$ cat src/verilog/aar_pkg.sv
/*
  Constants for the autonegotiation ability register bank: register
  offsets, bit positions, reset values and the link code word match count.
  Assumes a 5-bit management register address and 16-bit register data.
*/
`default_nettype none

package aar_pkg;

  // ----------------------------------------------------------------
  // Register offsets
  // ----------------------------------------------------------------
  localparam logic [4:0] REG_ADV = 5'h04;
  localparam logic [4:0] REG_PARTNER = 5'h05;
  localparam logic [4:0] REG_STATUS = 5'h10;

  // ----------------------------------------------------------------
  // Field positions in a link code word
  // ----------------------------------------------------------------
  localparam int BIT_MORE_PAGES = 15;
  localparam int BIT_ACK = 14;
  localparam int BIT_REMOTE_FAULT = 13;
  localparam int BIT_EXT_PAGES = 12;
  localparam int BIT_ASYM_PAUSE = 11;
  localparam int BIT_SYM_PAUSE = 10;
  localparam int BIT_T4 = 9;
  localparam int BIT_HUNDRED_FULL = 8;
  localparam int BIT_HUNDRED_HALF = 7;
  localparam int BIT_TEN_FULL = 6;
  localparam int BIT_TEN_HALF = 5;
  localparam int SEL_MSB = 4;
  localparam int SEL_LSB = 0;

  // Status register bits
  localparam int STAT_BASE_SEEN = 0;
  localparam int STAT_NEXT_ACTIVE = 1;
  localparam int STAT_DONE = 2;

  // ----------------------------------------------------------------
  // Reset values and fixed codes
  // ----------------------------------------------------------------
  localparam logic OFFER_TEN_FULL_RST = 1'h1;
  localparam logic OFFER_TEN_HALF_RST = 1'h1;
  localparam logic [4:0] SELECTOR_IEEE = 5'h01;
  localparam logic [15:0] PARTNER_RST = 16'h0000;
  localparam logic [15:0] ACK_MASK = 16'hbfff;
  localparam logic [1:0] MATCH_COUNT = 2'h3;

  typedef enum logic [1:0] {AAR_IDLE, AAR_NEXT, AAR_DONE} aar_phase_e;

endpackage

`default_nettype wire

$ cat src/verilog/aar_page_if.sv
/*
  Carrier for validated link code words from the word checker to the
  register bank. Assumes both ends share sys_clk.
*/
`timescale 1ns/1ps
`default_nettype none

interface aar_page_if;
  logic [15:0] word;
  logic valid;
  modport src (output word, output valid);
  modport dst (input word, input valid);
endinterface

`default_nettype wire

$ cat src/verilog/aar_regs.sv
/*
  Autonegotiation ability register bank: the lower local advertisement
  bits, the partner base page ability register and an exchange status
  register, plus the base and next page phase tracking.
  Assumes the management port follows the plain strobe protocol and the
  receive path strobes each decoded link code word for one cycle.
*/
`timescale 1ns/1ps
`default_nettype none


module aar_regs (
  input wire logic sys_clk,
  input wire logic sys_rst,
  input wire logic [4:0] reg_addr,
  input wire logic [15:0] reg_wdata,
  input wire logic reg_wr,
  input wire logic reg_rd,
  output logic [15:0] reg_rdata,
  input wire logic strap_no_ten_full,
  input wire logic strap_no_ten_half,
  input wire logic [15:0] rx_word,
  input wire logic rx_word_valid,
  input wire logic an_restart,
  input wire logic local_more_pages,
  output logic [15:0] adv_word,
  output logic [15:0] partner_word,
  output logic partner_more_pages,
  output logic partner_acknowledge,
  output logic partner_remote_fault,
  output logic partner_extended_pages,
  output logic partner_asym_pause,
  output logic partner_sym_pause,
  output logic base_page_done,
  output logic next_page_active,
  output logic exchange_done
);

  // ----------------------------------------------------------------
  // State
  // ----------------------------------------------------------------
  typedef struct packed {
    logic offer_ten_full;
    logic offer_ten_half;
    logic [15:0] partner;
    aar_pkg::aar_phase_e phase;
    logic base_seen;
    logic [15:0] rdata;
  } aar_state_s;

  aar_state_s q;
  aar_state_s d;

  aar_page_if page ();

  // ----------------------------------------------------------------
  // Helpers
  // ----------------------------------------------------------------

  // Local base page as sent and as read back; the upper bits are held
  // elsewhere and read as zero here
  function automatic logic [15:0] adv_image(input logic full, input logic half);
    logic [15:0] w;
    w = 16'h0000;
    w[aar_pkg::BIT_TEN_FULL] = full;
    w[aar_pkg::BIT_TEN_HALF] = half;
    w[aar_pkg::SEL_MSB:aar_pkg::SEL_LSB] = aar_pkg::SELECTOR_IEEE;
    return w;
  endfunction

  function automatic logic [15:0] status_image(input aar_state_s s);
    logic [15:0] w;
    w = 16'h0000;
    w[aar_pkg::STAT_BASE_SEEN] = s.base_seen;
    w[aar_pkg::STAT_NEXT_ACTIVE] = (s.phase == aar_pkg::AAR_NEXT);
    w[aar_pkg::STAT_DONE] = (s.phase == aar_pkg::AAR_DONE);
    return w;
  endfunction

  // ----------------------------------------------------------------
  // Word checker
  // ----------------------------------------------------------------
  aar_word_checker u_checker (
    .sys_clk(sys_clk),
    .sys_rst(sys_rst),
    .restart(an_restart),
    .rx_word(rx_word),
    .rx_word_valid(rx_word_valid),
    .page(page.src)
  );

  // ----------------------------------------------------------------
  // Next state
  // ----------------------------------------------------------------
  always_comb
  begin
    d = q;
    d.rdata = 16'h0000;
    if (sys_rst)
    begin
      // Straps are sampled on every reset cycle, so the value present
      // at release is the one kept
      d.offer_ten_full = aar_pkg::OFFER_TEN_FULL_RST ^ strap_no_ten_full;
      d.offer_ten_half = aar_pkg::OFFER_TEN_HALF_RST ^ strap_no_ten_half;
      d.partner = aar_pkg::PARTNER_RST;
      d.phase = aar_pkg::AAR_IDLE;
      d.base_seen = 1'b0;
    end
    else
    begin
      // Register writes; selector and partner are not writable
      if (reg_wr)
      begin
        if (reg_addr == aar_pkg::REG_ADV)
        begin
          d.offer_ten_full = reg_wdata[aar_pkg::BIT_TEN_FULL];
          d.offer_ten_half = reg_wdata[aar_pkg::BIT_TEN_HALF];
        end
      end

      // Read data stand in the following cycle only
      if (reg_rd)
      begin
        if (reg_addr == aar_pkg::REG_ADV)
        begin
          d.rdata = adv_image(q.offer_ten_full, q.offer_ten_half);
        end
        else if (reg_addr == aar_pkg::REG_PARTNER)
        begin
          d.rdata = q.partner;
        end
        else if (reg_addr == aar_pkg::REG_STATUS)
        begin
          d.rdata = status_image(q);
        end
        else
        begin
          d.rdata = 16'h0000;
        end
      end

      // Exchange phases
      if (an_restart)
      begin
        // Partner data stays visible across a restart; only reset clears it
        d.phase = aar_pkg::AAR_IDLE;
        d.base_seen = 1'b0;
      end
      else if (page.valid)
      begin
        case (q.phase)
          aar_pkg::AAR_IDLE:
          begin
            d.partner = page.word;
            d.base_seen = 1'b1;
            if (page.word[aar_pkg::BIT_MORE_PAGES] || local_more_pages)
            begin
              d.phase = aar_pkg::AAR_NEXT;
            end
            else
            begin
              d.phase = aar_pkg::AAR_DONE;
            end
          end
          aar_pkg::AAR_NEXT:
          begin
            // Next pages do not touch the base page image
            if (!page.word[aar_pkg::BIT_MORE_PAGES] && !local_more_pages)
            begin
              d.phase = aar_pkg::AAR_DONE;
            end
          end
          aar_pkg::AAR_DONE:
          begin
            d.phase = aar_pkg::AAR_DONE;
          end
          default:
          begin
            d.phase = aar_pkg::AAR_IDLE;
          end
        endcase
      end
    end
  end

  always_ff @(posedge sys_clk)
  begin
    q <= d;
  end

  // ----------------------------------------------------------------
  // Outputs
  // ----------------------------------------------------------------
  assign reg_rdata = q.rdata;
  assign adv_word = adv_image(q.offer_ten_full, q.offer_ten_half);
  assign partner_word = q.partner;
  assign partner_more_pages = q.partner[aar_pkg::BIT_MORE_PAGES];
  // Only an internal handshake view; nothing here acts on it
  assign partner_acknowledge = q.partner[aar_pkg::BIT_ACK];
  assign partner_remote_fault = q.partner[aar_pkg::BIT_REMOTE_FAULT];
  assign partner_extended_pages = q.partner[aar_pkg::BIT_EXT_PAGES];
  assign partner_asym_pause = q.partner[aar_pkg::BIT_ASYM_PAUSE];
  assign partner_sym_pause = q.partner[aar_pkg::BIT_SYM_PAUSE];
  assign base_page_done = q.base_seen;
  assign next_page_active = (q.phase == aar_pkg::AAR_NEXT);
  assign exchange_done = (q.phase == aar_pkg::AAR_DONE);

endmodule

`default_nettype wire

$ cat src/verilog/aar_word_checker.sv
/*
  Link code word checker: passes on a received word once it has been
  seen the match count of times in a row, the acknowledge bit ignored.
  Assumes the receiver strobes each decoded word for one cycle.
*/
`timescale 1ns/1ps
`default_nettype none

module aar_word_checker (
  input wire logic sys_clk,
  input wire logic sys_rst,
  input wire logic restart,
  input wire logic [15:0] rx_word,
  input wire logic rx_word_valid,
  aar_page_if.src page
);

  typedef struct packed {
    logic [15:0] last;
    logic [1:0] hits;
    logic [15:0] word;
    logic valid;
  } aar_chk_s;

  aar_chk_s q;
  aar_chk_s d;
  logic same;

  // Acknowledge toggles during the exchange, so it must not break a match
  assign same = ((rx_word ^ q.last) & aar_pkg::ACK_MASK) == 16'h0000;

  always_comb
  begin
    d = q;
    d.valid = 1'b0;
    if (sys_rst || restart)
    begin
      d = '0;
    end
    else if (rx_word_valid)
    begin
      if (same && (q.hits != 2'h0))
      begin
        // Saturate so a steady word is passed on once only
        if (q.hits != aar_pkg::MATCH_COUNT)
        begin
          d.hits = 2'(q.hits + 2'h1);
          if (2'(q.hits + 2'h1) == aar_pkg::MATCH_COUNT)
          begin
            d.word = rx_word;
            d.valid = 1'b1;
          end
        end
        d.last = rx_word;
      end
      else
      begin
        d.last = rx_word;
        d.hits = 2'h1;
      end
    end
  end

  always_ff @(posedge sys_clk)
  begin
    q <= d;
  end

  assign page.word = q.word;
  assign page.valid = q.valid;

endmodule

`default_nettype wire
$ cat config.mk
export PLATFORM = sky130hd
export DESIGN_NAME = aar_regs
export DESIGN_NICKNAME = d
export VERILOG_FILES = /design/src/verilog/aar_pkg.sv /design/src/verilog/aar_page_if.sv /design/src/verilog/aar_regs.sv /design/src/verilog/aar_word_checker.sv
export SDC_FILE = /design/constraint.sdc
export NUM_CORES = 1
export LEC_CHECK = 0
export BUFFER_PORTS_ARGS = -buffer_cell sky130_fd_sc_hd__clkbuf_2
export CORE_UTILIZATION = 50
export DETAILED_ROUTE_END_ITERATION = 16
export PLACE_DENSITY = 0.88
export SLEW_MARGIN = 20
export SYNTH_ARGS = -nofsm -noshare
export SYNTH_HDL_FRONTEND = slang
export SYNTH_SLANG_ARGS = --single-unit
$ cat constraint.sdc
create_clock -name sys_clk -period 4.5 [get_ports sys_clk]
set_input_delay 0.45 -clock sys_clk [delete_from_list [all_inputs] [get_ports sys_clk]]
set_output_delay 0.45 -clock sys_clk [all_outputs]
set_load 0.03 [all_outputs]
==> results.md, run 1 <==
* Crit path max-delay family: simple AND/OR/NAND/NOR gates
* Multi-input gate area at 0.00139 mm2
* Clock power frac at 0.388
* Num rows at 29
* Filler cells at 577
* DRT antenna net count at 0
* Final Max Slew Viols at 0
* Top cells by area, synth: dfxtp_1, buf_4, mux2i_1
* Most frequent cell after synthesis: dfxtp_1
* Synthesized cell area at 0.00328 mm2
* PwrDens at 342 mW/mm2
* FF-to-FF setup slack at 2.23 ns
* Hold_buf cts at 0
* HP Class: in -> reg
* CP max stage delay at 0.54 ns
* Root Buffer Master: clkbuf_8
* Register share of total power at 0.536
* Vias at 2,418
* H-tree levels at 3
* Vias in the first global route at 2,226
* Core ar. at 0.00635 mm2
* Total Wirelength at 6.13 mm
* DRT Pass-1 Iters at 4
* Synth warn at 0
* CP max-delay cell: nand4_1
* Later-pin clock latency in the skew report at 0.35 ns
* Vias per cell at 5.02
* Final min period at 2.27 ns
* Initial Util at 0.517
* FMAX at 441 MHz
* Initial antenna violation count at 0
* Final Hold Fails at 0
* Crit-path max FO at 17
* Chip height at 83.1 um
* Setup TNS at 0 ns
* Prevailing post-synth register cell: dfxtp_1
* Reg area at 0.00144 mm2
* Top cells by count, synth: dfxtp_1, buf_4, nand2_1
* Met2 WL post-DR at 2.82 mm
* CTS tree: yes
* Core Util, Final at 0.552
* Final hold slack at 0.383 ns
* Post-Synthesis Cells at 370
* Die width at 83.1 um
* Metal-1 WL at 2.87 mm
* Worst Path Required at 4.71 ns
* Sw Ratio at 0.262
* Port Buffers at 74
* Metal3 WL at 339 um
* # setup viols final at 0
* Area growth, synth to finish at 6.74%
* Status: finished, final reports clean
* Clock sink count at 71
* Comb power frac at 0.076
* Crit path cell chain: ha_1 -> and2b_1 -> and4bb_2 -> nand4_1 -> o21ai_0 -> a21oi_1
* Share of the synthesized area in the top cell type at 0.421
* Flops & latches, synth at 71
* First-pass GRT wire length at 10.3 mm
* Num CTS Buffers at 9
* Clock skew at 0.0108 ns
* NumNets Final at 453
* Post-synth EDFFs at 2
* Overall routing resource usage at 0.187
* Mapped Avg Cell Area at 8.88 um2
* Part of the cycle the worst path needs at 0.504
* Max-Slew Margin vs Limit at 0.401
* Largest net degree at the start of global routing at 38
* Post-synth cell types at 40
* Slew @ Worst Pin at 0.895 ns
* 1st-iter DRT viols at 129
* CP endpoint kind: flip-flop
* Uppermost routed layer: met4
* Int Pwr at 0.000884 W
* GRT Residual Overflow at 0
* Clock Path Buffers at 2
* Sequential fraction of the synthesis area at 0.439
* ANT cells at 0
* Die area at 0.00690 mm2
* # Post-CTS Setup Buffers at 0
* Share of cells above drive strength 1 at 0.247
* Detailed Place HPWL at 4.49 mm
* Post-CTS Resized at 0
* Buf/Inv on CP at 0
* CP Class: reg -> reg
* Remaining DRCs at 0
* Num ports at 103
* Sw power at 0.000314 W
* P_leak at 1.49 nW
* Maximum VDD drop at 0.000194 V
* Reg clk slew, reported paths at 0.08 ns
* Data arrival time of the worst path at 2.48 ns
* Drt wl/cell at 12.7 um
* Crit start category: flip-flop
* Synth area leader: dfxtp_1
* GP Congestion at 0.779
* Max Cap Violations at 0
* RSZ-0062 raised after global routing: no
* Async SR Flop Fraction at 0
==> registers in the layout (all words and copies together) (netlist names) <==
name / count
adv_word: 2
partner_word: 16
u_checker.page.valid: 1
q: 2
reg_rdata: 16
base_page_done: 1
u_checker.page.word: 16
u_checker.q: 17
==> cell type report <==
type	instances	area share
Multi-Input combinational cell	237	0.397
Tap cell	77	0.0275
Clock buffer	10	0.0393
Sequential cell	71	0.411
Clock inverter	6	0.0125
Inverter	7	0.00749
Timing Repair Buffer	74	0.106
==> power by group through the flow <==
stage	combinational (W)	sequential (W)	clock, W
after global placement	0.0000877	0.000656	0
after CTS	0.0000907	0.000642	0.000474
after global routing	0.0000991	0.000643	0.000507
after floorplan	0.0000733	0.000656	0
final	0.0000907	0.000642	0.000465
after detailed placement	0.0000901	0.000657	0
==> path summary, 6_finish.rpt <==
kind,start,end,cells past startpoint
setup reg to reg,u_checker.q[17],u_checker.page.word[0],6
setup / recovery,u_checker.q[17],u_checker.page.word[0],6
hold reg to reg,u_checker.page.word[2],partner_word[2],2
hold / removal,rx_word[14],u_checker.page.word[14],3
==> metrics by stage <==
step / cells / worst slack [ns] / power (W) / cell area (um2)
6_report: 482 / 2.23 / 0.00120 / 3510
5_1_grt: 482 / 2.05 / 0.00125 / 3510
3_3_place_gp: 466 / 2.10 / 0.000744 / 3320
2_1_floorplan: 382 / 2.78 / 0.000729 / 3330
4_1_cts: 482 / 2.28 / 0.00121 / 3510
3_5_place_dp: 466 / 1.96 / 0.000747 / 3320
==> logic make-up after synthesis <==
family          synth area share
mux                       0.0579
fa+ha+maj                 0.0267
xor+xnor                  0.0400
compound gates            0.0987
simple gates               0.184
other cells              0.00229
flops                      0.439
buf+inv                    0.152
==> worst register-to-register path, stage by stage, from the launching register on <==
cell	delay (ns)
dfxtp_1	0.35
ha_1	0.25
and2b_1	0.26
and4bb_2	0.23
nand4_1	0.54
o21ai_0	0.42
a21oi_1	0.10
==> metal layers <==
layer	track usage	up-vias
met5	0	-
met4	0.0893	0
met3	0.0567	7
met2	0.295	78
met1	0.234	1102
li1	-	1231
==> cell usage in the layout, fill, tap and decap left out, types with 2 or more instances in the layout <==
| master | netlist | layout |
|---|---|---|
| conb_1 | 2 | 14 |
| o21ai_1 | 5 | 5 |
| nand2_1 | 39 | 39 |
| a21oi_1 | 37 | 37 |
| clkbuf_2 | 1 | 74 |
| clkinvlp_4 | 0 | 2 |
| a22oi_1 | 2 | 2 |
| nor4_2 | 3 | 3 |
| nand3_1 | 18 | 18 |
| nand4_1 | 2 | 2 |
| mux2i_1 | 19 | 19 |
| o21ai_0 | 13 | 13 |
| dfxtp_1 | 69 | 69 |
| edfxtp_1 | 2 | 2 |
| nor4_1 | 4 | 4 |
| clkbuf_8 | 0 | 10 |
| nor2_1 | 29 | 29 |
| inv_1 | 7 | 7 |
| xor2_1 | 15 | 15 |
| nor3_1 | 2 | 2 |
| and2_1 | 12 | 12 |
| or2_2 | 2 | 2 |
| ha_1 | 7 | 7 |
(Power assumes the default switching activity.)
==> run 2: changes to the inputs <==
==> constraint.sdc (replaced) <==
create_clock -name sys_clk -period 2.3 [get_ports sys_clk]
set_input_delay 0.23 -clock sys_clk [delete_from_list [all_inputs] [get_ports sys_clk]]
set_output_delay 0.23 -clock sys_clk [all_outputs]
set_load 0.03 [all_outputs]
==> run 2 against run 1 <==
  * First-iteration DRC count shrank 8.5%
  * Routed wire length grew 1.8%
  * Largest power group unchanged
  * Core utilization grew 0.83 points
  * Hold slack lost 0.22 ns
  * Register-to-register slack lost 1.8 ns
  * Setup slack lost 1.8 ns
==> results.md, run 2 (same netlist as run 1, synthesis figures left out) <==
* Commonest cells after routing, fill and taps aside: clkbuf_2, dfxtp_1, nand2_1, a21oi_1, nor2_1
* CP Class: reg -> reg
* Drt wl/cell at 12.9 um (+1.2%)
* CP Capture Point: u_checker.page.word[9]
* RSZ-0062 raised after global routing: no
* Setup TNS at 0 ns (unchanged)
* Placed Cells at 470 (+0.86%)
* Max Cap Violations at 0 (unchanged)
* Post-CTS Resized at 0 (unchanged)
* DRT Pass-1 Iters at 4 (unchanged)
* Core ar. at 0.00635 mm2 (unchanged)
* Hold_buf cts at 0 (unchanged)
* Die width at 83.1 um (unchanged)
* CTS tree: yes
* Clock sink count at 71 (unchanged)
* P_leak at 1.53 nW (+2.1%)
* Clock skew at 0.00528 ns (-0.00548 ns)
* Remaining DRCs at 0 (unchanged)
* Crit path launch: u_checker.q[17]
* Total Wirelength at 6.24 mm (+1.8%)
* PwrDens at 700 mW/mm2 (+100%)
* Slew @ Worst Pin at 0.878 ns (-0.0166 ns)
* Vias per cell at 5.12 (+2.1%)
* Later-pin clock latency in the skew report at 0.35 ns (about the same)
* Initial Util at 0.517 (unchanged)
* Status: finished, final reports clean
* Num ports at 103 (unchanged)
* HP Class: in -> reg
* FF-to-FF Start: u_checker.q[17]
* NumNets Final at 457 (+0.88%)
* Final Hold Fails at 0 (unchanged)
* Data arrival time of the worst path at 2.11 ns (-0.37 ns)
* First-pass GRT wire length at 10.4 mm (+1.0%)
* Final min period at 1.84 ns (-0.426 ns)
* H-tree levels at 3 (unchanged)
* FMAX at 543 MHz (+23%)
* Reg clk slew, reported paths at 0.07 ns (about the same)
* Flip-flop count of the largest register after layout at 17 (unchanged)
* Crit-path max FO at 16 (-1)
* Crit start category: flip-flop
* Largest net degree at the start of global routing at 38 (unchanged)
* Maximum VDD drop at 0.000349 V (+80%)
* GRT Residual Overflow at 0 (unchanged)
* # Post-CTS Setup Buffers at 0 (unchanged)
* Final Max Slew Viols at 0 (unchanged)
* FF-to-FF setup slack at 0.46 ns (-1.77 ns)
* Port Buffers at 74 (unchanged)
* GP Congestion at 0.799 (+2.6%)
* Chip height at 83.1 um (unchanged)
* CP endpoint kind: flip-flop
* Slack of the critical path at 0.459 ns (-1.77 ns)
* Finished Layout Cells at 485 (+0.62%)
* Vias at 2,483 (+2.7%)
* Worst Path Required at 2.57 ns (-2.14 ns)
* DRT antenna net count at 0 (unchanged)
* Num CTS Buffers at 9 (unchanged)
* Most flops, register: u_checker.q
* Vias in the first global route at 2,256 (+1.3%)
* Area growth, synth to finish at 8.34%
* Overall routing resource usage at 0.189 (+0.00184)
* Part of the cycle the worst path needs at 0.800 (+0.297)
* 1st-iter DRT viols at 118 (-8.5%)
* Final Power at 0.00249 W (+110%)
* Setup WS pre-CTS at 0.447 ns (-1.52 ns)
* Cell count of the worst reg-to-reg path at 5 (-1)
* Share of cells above drive strength 1 at 0.245 (-0.00182)
* Root Buffer Master: clkbuf_8
* ANT cells at 0 (unchanged)
* Worst r2r dst: u_checker.page.word[9]
* Num rows at 29 (unchanged)
* Die area at 0.00690 mm2 (unchanged)
* # setup viols final at 0 (unchanged)
* Core Util, Final at 0.560 (+0.00828)
* Detailed Place HPWL at 4.61 mm (+2.5%)
* Max-Slew Margin vs Limit at 0.412 (+0.0111)
* Most common cell after layout, fill and taps aside: clkbuf_2
* Initial antenna violation count at 0 (unchanged)
* Clock Path Buffers at 2 (unchanged)
-- run 2: through the flow --
step                      hold slack [ns]  instance area (um2)
after CTS                           0.144                 3560
after global placement              0.439                 3350
after global routing                0.158                 3560
after floorplan                     0.365                 3330
after detailed placement            0.447                 3350
final                               0.162                 3560
-- run 2: routing by layer --
layer / track usage / part of all wire / vias to the layer above
li1: - / - / 1238
met1: 0.233 / 0.45 / 1121
met2: 0.296 / 0.45 / 108
met3: 0.0507 / 0.075 / 16
met4: 0.113 / 0.032 / 0
met5: 0 / 0 / -
-- run 2: how the worst min path moves through the flow --
stage	start	to	slack, ns	cells past startpoint
final	rx_word[14]	u_checker.page.word[14]	0.16	3
after global routing	rx_word[1]	u_checker.page.word[1]	0.16	3
after CTS	rx_word[14]	u_checker.page.word[14]	0.14	3
after detailed placement	u_checker.page.word[0]	partner_word[0]	0.45	2
after global placement	u_checker.page.word[5]	partner_word[5]	0.44	2
after floorplan	rx_word[6]	u_checker.page.word[6]	0.37	2
-- run 2: cell type report --
type | count | area, um2
multi-input cells | 237 | 1390
repair buffers | 78 | 400
well taps | 77 | 96.3
flip-flops and latches | 71 | 1440
inverters | 7 | 26.3
clock buffers | 12 | 135
clock inverters | 3 | 68.8
fillers | 559 | 2790
-- run 2: report_power, final --
part | internal, W | switching, W | total (W) | leakage [nW]
logic | 0.0000594 | 0.000120 | 0.000180 | 0.848
clock network | 0.000608 | 0.000446 | 0.00105 | 0.101
registers | 0.00125 | 0.00000830 | 0.00126 | 0.577
total | 0.00192 | 0.000575 | 0.00249 | 1.53
-- run 2: critical path: stages (launching register included) --
cell and delay, ns:
dfxtp_1 0.34, ha_1 0.26, and2b_1 0.27, and4_1 0.56, nand3_1 0.16, a21oi_1 0.17
==> run 3: changes to the inputs <==
==> constraint.sdc (replaced) <==
create_clock -name sys_clk -period 1.9 [get_ports sys_clk]
set_input_delay 0.19 -clock sys_clk [delete_from_list [all_inputs] [get_ports sys_clk]]
set_output_delay 0.19 -clock sys_clk [all_outputs]
set_load 0.03 [all_outputs]
==> run 3 against run 2 <==
  * Core utilization rose by 0.57 points
  * First-iteration DRC count grew 56%
  * Setup slack lost 0.35 ns
  * Sequential power rose by 21%
  * Clock skew is 0.0019 ns higher
==> results.md, run 3 (same netlist as run 1, synthesis figures left out) <==
* CP endpoint kind: flip-flop
* Setup TNS at 0 ns (unchanged)
* Final Power at 0.00297 W (+19%)
* Final Max Slew Viols at 0 (unchanged)
* Die width at 83.1 um (unchanged)
* GP Congestion at 0.812 (+1.6%)
* CTS tree: yes
* Core Util, Final at 0.566 (+0.00571)
* Most common cell after layout, fill and taps aside: clkbuf_2
* Num rows at 29 (unchanged)
* Clock skew at 0.00720 ns (+0.00192 ns)
* Flip-flop count of the largest register after layout at 17 (unchanged)
* Vias in the first global route at 2,261 (+0.22%)
* # setup viols final at 0 (unchanged)
* Final Hold Fails at 0 (unchanged)
* Crit-path max FO at 17 (+1)
* Share of cells above drive strength 1 at 0.267 (+0.0219)
* NumNets Final at 460 (+0.66%)
* Clock sink count at 71 (unchanged)
* DRT antenna net count at 0 (unchanged)
* GRT Residual Overflow at 0 (unchanged)
* Total Wirelength at 6.18 mm (-0.93%)
* Commonest cells after routing, fill and taps aside: clkbuf_2, dfxtp_1, nand2_1, a21oi_1, nor2_1
* Area growth, synth to finish at 9.45%
* Filler cells at 563 (+0.72%)
* Clock Path Buffers at 2 (unchanged)
* Overall routing resource usage at 0.185 (-0.00397)
* Vias per cell at 5.04 (-1.5%)
* Largest net degree at the start of global routing at 38 (unchanged)
* CP max-delay cell: dfxtp_1
* Post-CTS Resized at 0 (unchanged)
* Crit path cell chain: ha_2 -> and2b_2 -> and4bb_2 -> nand4_1 -> buf_6 -> o21ai_0 -> a21oi_1
* Maximum VDD drop at 0.000411 V (+18%)
* 1st-iter DRT viols at 184 (+56%)
* PwrDens at 825 mW/mm2 (+18%)
* Chip height at 83.1 um (unchanged)
* Initial Util at 0.517 (unchanged)
* First-pass GRT wire length at 10.2 mm (-1.6%)
* H-tree levels at 3 (unchanged)
* FMAX at 558 MHz (+2.8%)
* CP Class: reg -> reg
* Worst Path Required at 2.10 ns (-0.47 ns)
* Vias at 2,467 (-0.64%)
* P_leak at 1.54 nW (+1.2%)
* Core ar. at 0.00635 mm2 (unchanged)
* Slew @ Worst Pin at 0.693 ns (-0.185 ns)
* Max-Slew Margin vs Limit at 0.538 (+0.126)
* Buf/Inv on CP at 1 (+1)
* Crit path max-delay family: simple AND/OR/NAND/NOR gates
* Num ports at 103 (unchanged)
* Detailed Place HPWL at 4.57 mm (-0.80%)
* Root Buffer Master: clkbuf_8
* Port Buffers at 74 (unchanged)
* Num CTS Buffers at 9 (unchanged)
* Reg clk slew, reported paths at 0.07 ns (about the same)
* Remaining DRCs at 0 (unchanged)
* Most flops, register: u_checker.q
* Max Cap Violations at 0 (unchanged)
* Die area at 0.00690 mm2 (unchanged)
* ANT cells at 0 (unchanged)
* Crit start category: flip-flop
* CP max stage delay at 0.36 ns (-0.20 ns)
* Data arrival time of the worst path at 1.99 ns (-0.12 ns)
* # Post-CTS Setup Buffers at 0 (unchanged)
* Initial antenna violation count at 0 (unchanged)
* Drt wl/cell at 12.6 um (-1.7%)
* Later-pin clock latency in the skew report at 0.34 ns (about the same)
* Status: finished, final reports clean
* Part of the cycle the worst path needs at 0.942 (+0.142)
* HP Class: in -> reg
* Final min period at 1.79 ns (-0.0503 ns)
* Hold_buf cts at 0 (unchanged)
* RSZ-0062 raised after global routing: no
* DRT Pass-1 Iters at 4 (unchanged)
-- run 3: layout make-up --
type	count	area, um2	area share
clock inverters	5	56.3	0.0157
clock buffers	11	151	0.0421
well taps	77	96.3	0.0268
repair buffers	81	427	0.119
inverters	7	26.3	0.00731
flip-flops and latches	71	1440	0.401
multi-input cells	237	1400	0.388
-- run 3: routing by layer --
metal / GRT usage / up-vias / share of wire
met5: 0 / - / 0
met4: 0.0987 / 0 / 0.019
met3: 0.0427 / 11 / 0.048
met2: 0.303 / 81 / 0.47
met1: 0.225 / 1130 / 0.46
li1: - / 1245 / -
-- run 3: path summary, 6_finish.rpt --
kind,from,slack (ns),cells past startpoint,end
setup / recovery,u_checker.q[18],0.11,7,u_checker.page.word[0]
hold / removal,rx_word[14],0.11,3,u_checker.page.word[14]
setup reg to reg,u_checker.q[18],0.11,7,u_checker.page.word[0]
hold reg to reg,u_checker.page.word[11],0.45,2,partner_word[11]
-- run 3: stage by stage --
stage                     cells  instance area [um2]  worst slack (ns)  hold WS, ns
after floorplan             382                 3330             0.205        0.325
after global placement      473                 3380             0.213        0.440
after detailed placement    473                 3380            0.0911        0.443
after CTS                   489                 3580            0.0587       0.0946
after global routing        489                 3590            0.0168        0.103
final                       489                 3590             0.109        0.112
-- run 3: power by group --
part           switching, W  total [W]  internal [W]
clock              0.000551    0.00123      0.000675
combinational      0.000145   0.000219     0.0000735
sequential        0.0000101    0.00152       0.00151
-- run 3: worst register-to-register path, cell delays in order, from the launching register on --
cell and delay, ns:
dfxtp_1 0.36, ha_2 0.22, and2b_2 0.24, and4bb_2 0.23, nand4_1 0.14, buf_6 0.20
o21ai_0 0.17, a21oi_1 0.09
